### src/bie_cfg.svh
`ifndef BIE_CFG_SVH
`define BIE_CFG_SVH

// Register byte offsets on the APB window
`define BIE_OFF_INSTR     8'h00
`define BIE_OFF_ACC       8'h04
`define BIE_OFF_LATCH     8'h08
`define BIE_OFF_PC        8'h0C
`define BIE_OFF_STATUS    8'h10
`define BIE_OFF_FADDR     8'h14
`define BIE_OFF_FDATA     8'h18

// Instruction word fields
`define BIE_INSTR_OPD_LSB 0
`define BIE_INSTR_OPD_MSB 10
`define BIE_INSTR_DEST    11
`define BIE_INSTR_OP_LSB  12
`define BIE_INSTR_OP_MSB  14

// Opcode field values
`define BIE_CODE_JUMP     3'h1
`define BIE_CODE_ORI      3'h2
`define BIE_CODE_INC      3'h3
`define BIE_CODE_ORR      3'h4
`define BIE_CODE_SHL      3'h5
`define BIE_CODE_SHR      3'h6

// Status fields
`define BIE_STAT_CARRY    0
`define BIE_STAT_ZERO     1
`define BIE_STAT_BUSY     2

// Widths and jump fields
`define BIE_PC_W          15
`define BIE_LATCH_W       7
`define BIE_LATCH_HI      6
`define BIE_LATCH_LO      3
`define BIE_FADDR_W       7

// Reset values
`define BIE_RST_ACC       8'h00
`define BIE_RST_LATCH     7'h00
`define BIE_RST_PC        15'h0000
`define BIE_RST_WORD      32'h0000_0000

`endif

### src/bie_pkg.sv
`default_nettype none
package bie_pkg;

  // Decoded operation
  typedef enum {
    OP_NONE, OP_JUMP, OP_ORI, OP_INC, OP_ORR, OP_SHL, OP_SHR
  } bie_op_t;

  // Sequencer states
  typedef enum {ST_IDLE, ST_EXEC, ST_FLUSH} bie_state_t;

  // Issued instruction
  typedef struct packed {
    logic        dest;
    logic [10:0] operand;
  } bie_instr_t;

  // Result of the datapath
  typedef struct packed {
    logic [7:0] value;
    logic       carryOut;
    logic       carryValid;
    logic       zero;
  } bie_alu_out_t;

endpackage
`default_nettype wire

### src/bie_alu.sv
`include "bie_cfg.svh"
`default_nettype none
module bie_alu import bie_pkg::*; (
  // Operation select
  input  wire logic [2:0]   opSel,
  // Operands
  input  wire logic [7:0]   accValue,
  input  wire logic [7:0]   fileValue,
  input  wire logic [7:0]   immValue,
  // Result
  output var bie_alu_out_t  result
);

  // Combinational datapath for the one-cycle operations
  always_comb begin
    result = '0;
    unique case (opSel)
      `BIE_CODE_ORI: result.value = accValue | immValue;
      `BIE_CODE_INC: result.value = fileValue + 8'h01;
      `BIE_CODE_ORR: result.value = accValue | fileValue;
      `BIE_CODE_SHL: begin
        result.value      = {fileValue[6:0], 1'b0};
        result.carryOut   = fileValue[7];
        result.carryValid = 1'b1;
      end
      `BIE_CODE_SHR: begin
        result.value      = {1'b0, fileValue[7:1]};
        result.carryOut   = fileValue[0];
        result.carryValid = 1'b1;
      end
      default: result.value = 8'h00;
    endcase
    result.zero = (result.value == 8'h00);
  end

endmodule // bie_alu
`default_nettype wire

### src/bie_exec.sv
// Notes on behaviour
// - Jump loads 11-bit immediate into counter 10:0
// - Jump fills counter 14:11 from latch 6:3
// - Jump takes two cycles, flags untouched
// - OR immediate into accumulator, zero flag only
// - Increment register modulo 256, zero flag only
// - Target bit 0 accumulator, 1 register; OR immediate always writes the accumulator
// - OR accumulator with register, zero flag only
// - Left shift: bit 7 to carry, zero in
// - Right shift: bit 0 to carry, zero in
//
// Chosen here: the register offsets and the APB register port.
`include "bie_cfg.svh"
`default_nettype none
module bie_exec import bie_pkg::*; #(
  parameter int FILE_DEPTH = 128
) (
  // Clock and reset
  input  wire logic          clk,
  input  wire logic          rst,
  // APB slave
  input  wire logic          psel,
  input  wire logic          penable,
  input  wire logic          pwrite,
  input  wire logic [7:0]    paddr,
  input  wire logic [31:0]   pwdata,
  output logic [31:0]        prdata,
  output logic               pready,
  output logic               pslverr,
  // Core state
  output logic [14:0]        programCounter,
  output logic [7:0]         accumulator,
  output logic               carryFlag,
  output logic               zeroFlag,
  output logic               busy
);

  // Sequencer and architectural state
  bie_state_t             state;
  bie_state_t             next_state;
  bie_instr_t             curInstr;
  bie_instr_t             next_curInstr;
  logic [2:0]             curCode;
  logic [2:0]             next_curCode;
  logic [6:0]             upperTargetLatch;
  logic [6:0]             next_upperTargetLatch;
  logic [6:0]             fileAddr;
  logic [6:0]             next_fileAddr;
  logic [14:0]            next_programCounter;
  logic [7:0]             next_accumulator;
  logic                   next_carryFlag;
  logic                   next_zeroFlag;
  logic [31:0]            next_prdata;

  // Register file and its write port
  logic [7:0]             regFile [FILE_DEPTH];
  logic                   fileWe;
  logic [6:0]             fileWAddr;
  logic [7:0]             fileWData;
  bie_alu_out_t           aluOut;

  // Bus decode helpers
  logic                   setupPhase;
  logic                   accessWrite;
  logic [2:0]             reqCode;
  logic                   issueBad;

  // True for an opcode field that names an operation
  function automatic logic codeLegal(input logic [2:0] code);
    return (code >= `BIE_CODE_JUMP) && (code <= `BIE_CODE_SHR);
  endfunction

  // True for a mapped register offset
  function automatic logic offMapped(input logic [7:0] off);
    return (off == `BIE_OFF_INSTR) || (off == `BIE_OFF_ACC) ||
           (off == `BIE_OFF_LATCH) || (off == `BIE_OFF_PC) ||
           (off == `BIE_OFF_STATUS) || (off == `BIE_OFF_FADDR) ||
           (off == `BIE_OFF_FDATA);
  endfunction

  // Datapath for one-cycle operations
  bie_alu bie_alu_inst (
    .opSel     (curCode),
    .accValue  (accumulator),
    .fileValue (regFile[curInstr.operand[6:0]]),
    .immValue  (curInstr.operand[7:0]),
    .result    (aluOut)
  );

  // Zero wait states: every access phase completes at once
  assign pready      = 1'b1;

  // Bus phase decode and error answer
  assign setupPhase  = psel && !penable;
  assign accessWrite = psel && penable && pwrite;
  assign reqCode     = pwdata[`BIE_INSTR_OP_MSB:`BIE_INSTR_OP_LSB];
  // Refuse an issue while busy or with an opcode outside the set
  assign issueBad    = (paddr == `BIE_OFF_INSTR) && pwrite &&
                       (busy || !codeLegal(reqCode));
  assign pslverr     = psel && penable && (!offMapped(paddr) || issueBad);
  assign busy        = (state != ST_IDLE);

  // Next values of sequencer, registers and file write port
  always_comb begin
    // Defaults hold every register and keep the file port idle
    next_state            = state;
    next_curInstr         = curInstr;
    next_curCode          = curCode;
    next_upperTargetLatch = upperTargetLatch;
    next_fileAddr         = fileAddr;
    next_programCounter   = programCounter;
    next_accumulator      = accumulator;
    next_carryFlag        = carryFlag;
    next_zeroFlag         = zeroFlag;
    next_prdata           = prdata;
    fileWe                = 1'b0;
    fileWAddr             = fileAddr;
    fileWData             = pwdata[7:0];
    // Software writes
    // A refused access leaves every register as it was
    if (accessWrite && !pslverr) begin
      unique case (paddr)
        `BIE_OFF_INSTR: begin
          next_curInstr.operand =
            pwdata[`BIE_INSTR_OPD_MSB:`BIE_INSTR_OPD_LSB];
          next_curInstr.dest = pwdata[`BIE_INSTR_DEST];
          next_curCode       = reqCode;
          next_state         = ST_EXEC;
        end
        `BIE_OFF_ACC:    next_accumulator = pwdata[7:0];
        `BIE_OFF_LATCH:  next_upperTargetLatch = pwdata[6:0];
        `BIE_OFF_STATUS: begin
          next_carryFlag = pwdata[`BIE_STAT_CARRY];
          next_zeroFlag  = pwdata[`BIE_STAT_ZERO];
        end
        `BIE_OFF_FADDR:  next_fileAddr = pwdata[6:0];
        `BIE_OFF_FDATA:  fileWe = 1'b1;
        default: ;
      endcase
    end
    // Execution; hardware updates win over a same-cycle software write
    unique case (state)
      ST_IDLE: ;
      ST_EXEC: begin
        // Jump: counter from latch and immediate, flags untouched
        if (curCode == `BIE_CODE_JUMP) begin
          next_programCounter = {
            upperTargetLatch[`BIE_LATCH_HI:`BIE_LATCH_LO],
            curInstr.operand};
          next_state = ST_FLUSH;
        end else begin
          // One-cycle operation: counter steps, result to its target
          next_programCounter = programCounter + 15'h0001;
          if (curCode == `BIE_CODE_ORI || !curInstr.dest) begin
            next_accumulator = aluOut.value;
          end else begin
            fileWe    = 1'b1;
            fileWAddr = curInstr.operand[6:0];
            fileWData = aluOut.value;
          end
          // Zero flag always; carry only from the two shifts
          next_zeroFlag = aluOut.zero;
          if (aluOut.carryValid) begin
            next_carryFlag = aluOut.carryOut;
          end
          next_state = ST_IDLE;
        end
      end
      // Second jump cycle: the fetched word is discarded
      ST_FLUSH: next_state = ST_IDLE;
    endcase
    // Read data captured in the setup phase
    // Unmapped offsets read as zero
    if (setupPhase && !pwrite) begin
      unique case (paddr)
        `BIE_OFF_INSTR:  next_prdata = {17'h0_0000, curCode,
                                        curInstr.dest, curInstr.operand};
        `BIE_OFF_ACC:    next_prdata = {24'h00_0000, accumulator};
        `BIE_OFF_LATCH:  next_prdata = {25'h000_0000, upperTargetLatch};
        `BIE_OFF_PC:     next_prdata = {17'h0_0000, programCounter};
        `BIE_OFF_STATUS: next_prdata = {29'h000_0000, busy, zeroFlag,
                                        carryFlag};
        `BIE_OFF_FADDR:  next_prdata = {25'h000_0000, fileAddr};
        `BIE_OFF_FDATA:  next_prdata = {24'h00_0000, regFile[fileAddr]};
        default:         next_prdata = `BIE_RST_WORD;
      endcase
    end
  end

  // Register the control state
  always_ff @(posedge clk) begin
    if (rst) begin
      state            <= ST_IDLE;
      curInstr         <= '0;
      curCode          <= 3'h0;
      upperTargetLatch <= `BIE_RST_LATCH;
      fileAddr         <= 7'h00;
      programCounter   <= `BIE_RST_PC;
      accumulator      <= `BIE_RST_ACC;
      carryFlag        <= 1'b0;
      zeroFlag         <= 1'b0;
      prdata           <= `BIE_RST_WORD;
    end else begin
      state            <= next_state;
      curInstr         <= next_curInstr;
      curCode          <= next_curCode;
      upperTargetLatch <= next_upperTargetLatch;
      fileAddr         <= next_fileAddr;
      programCounter   <= next_programCounter;
      accumulator      <= next_accumulator;
      carryFlag        <= next_carryFlag;
      zeroFlag         <= next_zeroFlag;
      prdata           <= next_prdata;
    end
  end

  // Register file storage, no reset
  always_ff @(posedge clk) begin
    if (fileWe) begin
      regFile[fileWAddr] <= fileWData;
    end
  end

endmodule // bie_exec
`default_nettype wire

### config.mk
export PLATFORM = sky130hd
export DESIGN_NAME = bie_exec
export DESIGN_NICKNAME = d
export VERILOG_FILES = /design/src/bie_pkg.sv /design/src/bie_alu.sv /design/src/bie_exec.sv
export VERILOG_INCLUDE_DIRS = /design/src
export SDC_FILE = /design/constraint.sdc
export NUM_CORES = 1
export LEC_CHECK = 0
export BUFFER_PORTS_ARGS = -buffer_cell sky130_fd_sc_hd__buf_2
export CAP_MARGIN = 40
export CELL_PAD_IN_SITES_DETAIL_PLACEMENT = 0
export CELL_PAD_IN_SITES_GLOBAL_PLACEMENT = 1
export CORE_ASPECT_RATIO = 0.7
export CORE_UTILIZATION = 55
export DETAILED_ROUTE_END_ITERATION = 10
export GPL_ROUTABILITY_DRIVEN = 1
export HOLD_SLACK_MARGIN = 0.15
export PLACE_DENSITY = 0.82
export SLEW_MARGIN = 10
export SYNTH_ARGS = -nofsm -noshare
export SYNTH_HDL_FRONTEND = slang
export SYNTH_SLANG_ARGS = --single-unit
### constraint.sdc
create_clock -name clk -period 9.8 [get_ports clk]
set_input_delay 1.96 -clock clk [delete_from_list [all_inputs] [get_ports clk]]
set_output_delay 1.96 -clock clk [all_outputs]
set_load 0.005 [all_outputs]
==> summary.md <==
| Metric | Value |
|---|---|
| Syn avg cell area | `approximately 17 um^2` |
| Most common cell after layout, fill and taps aside | `edfxtp_1` |
| Part of the Yosys area used for sequential elements | `61.1%` |
| Yosys warns | `0` |
| Synth Cell Area | `roughly 53,000 um^2` |
| Crit path launch type | `flip-flop` |
| P&R area growth vs syn | `10.7%` |
| Int Pwr | `7.47 mW` |
| Kind of critical path | `flip-flop to flip-flop` |
| Clock Sinks | `about 1,100` |
| Post-Synth XOR/XNOR Area | `less than 1%` |
| Simple-Gate Fraction of Synth Area | `3.86%` |
| Ys flop type | `edfxtp_1` |
| Yosys reg bits | `1,109` |
| Met1 Use GR | `between 50% and 60%` |
| CTS tree | `done` |
| Unique cell type count in the Yosys netlist | `just under 80` |
| CTS root buffer | `clkbuf_16` |
| Die W | `around 370 um` |
| Core Box Area | `between 90,000 and 100,000 um^2` |
| Crit path required time | `between 10 and 15 ns` |
| Avg Vias per Cell | `7.43` |
| Dominant cell type by area after synthesis | `edfxtp_1` |
| Global-route wire length before repair | `roughly 230,000 um` |
| Most frequent cells in the layout | `edfxtp_1 (1,024), mux4_2 (467), mux2i_1 (323)` |
| RSZ-0062 raised after global routing | `false` |
| Met3 Resource Use GR | `about an eighth` |
| Slew of the pin with the lowest slew margin | `approximately 1.2 ns` |
| Vias in the first global route | `between 30,000 and 40,000` |
| CP endpoint kind | `flip-flop` |
| Detailed placer's ending HPWL | `around 110,000 um` |
| Total number of vias | `~34,000` |
| DRC violations left | `0` |
| WHS | `between 0.5 and 0.6 ns` |
| Num rows | `between 90 and 100` |
| Psw | `approximately 1.9 mW` |
| Final worst-path cycle share | `66.2%` |
| Leak | `around 17 nW` |
| Setup violations, final | `0` |
| Power Density | `roughly 160 nW/um^2` |
| Compound-Gate Fraction of Synth Area | `5.46%` |
| Wire length per cell | `between 30 and 40 um` |
| Setup Skew | `roughly 0.032 ns` |
| Status | `finished clean` |
| Initial core utilization | `roughly 56%` |
| Clock Power Share | `between 40% and 50%` |
| CTS Buf Count | `a little over 100` |
| Share of layout cells above drive strength 1 | `~28%` |
| Initial antenna violation count | `12` |
| Mapped Cells | `3,058` |
| Cts repair resizes | `0` |
| Port-buffer cells | `69` |
| First-pass detailed-route iteration total | `7` |
| Gpl congestion | `between 0.9 and 1` |
| Initial DRC Count | `5,698` |
| Clk_lat worst skew | `~0.72 ns` |
| Worst Path Max Fanout | `76` |
| Max Freq | `between 0.15 and 0.2 GHz` |
| Die height | `between 200 and 300 um` |
| Reg clk slew, reported paths | `about 0.070 ns` |
| Async set-or-reset flop fraction in the synthesized netlist | `0%` |
| Drt total wl | `about 170,000 um` |
| End of the worst register-to-register path | `regFile[1][3]$_DFFE_PP_` |
| Mux contribution to synthesized area | `a little over a quarter` |
| Top Usage Layer GRT | `met1` |
| Reg power frac | `55.0%` |
| Overflow after GRT | `0` |
| Largest family of logic cells by synthesized area | `multiplexers` |
| Min Clock Period, post-route | `around 6.5 ns` |
| Combinational power share | `around 1.6%` |
| Synth Area in Adders | `less than 1%` |
| Worst VDD drop | `roughly 0.18 mV` |
| Setup Buffers After CTS | `0` |
| Io pins | `105` |
| Hold-fix buffers, CTS | `0` |
| Maxcap violations | `0` |
| Synth top area share | `57.9%` |
| DRT antenna net count | `0` |
| Critical path destination | `regFile[1][3]$_DFFE_PP_` |
| Register-to-register setup slack | `~3.3 ns` |
| Final hold vios | `0` |
| Max clock buf depth | `3` |
| Final Net Count | `3,220` |
| H-tree depth | `3` |
| Largest net degree at the start of global routing | `~150` |
| Worst Hold Class | `flip-flop to flip-flop` |
| Sw frac | `~20%` |
| GRT Total Usage | `roughly a third` |
| Arr. time, crit path | `6.86 ns` |
| Met2 Resource Use GR | `between 40% and 50%` |
| DIE AREA | `roughly 100,000 um^2` |
| Fill cell count | `between 6,000 and 7,000` |
| Count of final max-slew check failures | `0` |
| Largest cells by area after synthesis | `edfxtp_1 (58%), mux4_2 (20%), mux2i_1 (6.1%)` |
| Setup TNS Final | `0 ns` |
| Slew margin rel. | `23.0%` |
| EDFF count, synth | `a little over 1,000` |
| Reg2reg path depth | `13` |
## layer usage
metal / vias up / wire, um / part of all wire [%]
li1: 13000 / - / -
met1: 17400 / 64100 / 39
met2: 2804 / 69300 / 42
met3: 307 / 27200 / 16
met4: 18 / 4510 / 2.7
met5: - / 120 / 0.073
## worst min path at each step
stage                                                start                          endpoint  slack, ns  depth (start not counted)
after floorplan                  curInstr[10]$_SDFFE_PP0P_         curInstr[10]$_SDFFE_PP0P_       0.45                          2
after global placement           curInstr[10]$_SDFFE_PP0P_         curInstr[10]$_SDFFE_PP0P_       0.46                          2
after detailed placement  upperTargetLatch[1]$_SDFFE_PP0P_  upperTargetLatch[1]$_SDFFE_PP0P_       0.49                          2
after CTS                 upperTargetLatch[1]$_SDFFE_PP0P_  upperTargetLatch[1]$_SDFFE_PP0P_       0.51                          2
after global routing      upperTargetLatch[1]$_SDFFE_PP0P_  upperTargetLatch[1]$_SDFFE_PP0P_       0.52                          2
final                               prdata[7]$_SDFFE_PP0P_            prdata[7]$_SDFFE_PP0P_       0.51                          2
## area by class of cell
type | instances | area, um^2 | area share [%]
multi-input combinational | 1706 | 19400 | 33.0
sequential | 1109 | 32500 | 55.2
clock buffer | 133 | 2740 | 4.66
inverter | 10 | 37.5 | 0.0638
timing repair buffer | 241 | 1950 | 3.32
clock inverter | 59 | 614 | 1.04
tap | 1248 | 1560 | 2.65
antenna | 5 | 12.5 | 0.0213
## flip-flops by register name (all words and copies together) (netlist names), named ones only
register and count:
curCode 3, regFile 1024, zeroFlag 1, programCounter 15
upperTargetLatch 7, prdata 15, carryFlag 1, curInstr 12
state 2, fileAddr 7, accumulator 8
## worst max-delay path, stage by stage, from the launching register on
cell and delay [ns]:
dfxtp_1 0.87, nor2b_4 0.55, buf_16 0.23, buf_4 0.60
a22oi_1 0.20, a22oi_1 0.61, mux4_2 0.43, mux2_2 0.32
nand2_1 0.09, nor3_1 0.14, and3b_1 0.27, o21ai_4 0.46
buf_4 0.47, buf_4 0.70
## metrics by stage
stage	cell area, um^2	instances	utilization (%)	setup slack [ns]	total power, mW
2_1_floorplan	53200	3074	-	0.850	5.37
3_3_place_gp	54400	4205	57.3	3.26	5.41
3_5_place_dp	55400	4305	58.4	3.53	5.42
4_1_cts	58800	4497	62.0	3.51	9.42
5_1_grt	58800	4506	62.1	3.21	9.60
6_report	58800	4511	62.1	3.31	9.41
## power by group through the flow
stage,clock [mW],combinational (mW),sequential [mW]
2_1_floorplan,0,0.0739,5.29
3_3_place_gp,0,0.130,5.27
3_5_place_dp,0,0.145,5.27
4_1_cts,4.10,0.145,5.17
5_1_grt,4.28,0.157,5.17
6_report,4.09,0.148,5.17
## cells in the mapped netlist (24+ instances only)
| master | number |
|---|---|
| nand3_1 | 26 |
| dfxtp_1 | 85 |
| o21ai_0 | 45 |
| clkbuf_1 | 123 |
| nand2_1 | 112 |
| a22oi_1 | 130 |
| a21oi_1 | 35 |
| buf_1 | 41 |
| buf_2 | 25 |
| mux4_2 | 467 |
| edfxtp_1 | 1024 |
| a221oi_1 | 68 |
| mux2i_1 | 323 |
| nor2_1 | 233 |
| mux2_2 | 24 |
| buf_4 | 28 |
## cell families (layout without fill, tap and decap cells)
logic type,after synthesis,count (layout)
xor gates and xnor gates,4,4
and+or+nand+nor,466,466
muxes,822,822
buffers and inverters,259,443
other,2,23
adders and majority gates,5,5
DFF,1109,1109
AOI/OAI and AO/OA,391,391
Note: power is estimated with default switching activity, not from simulation.
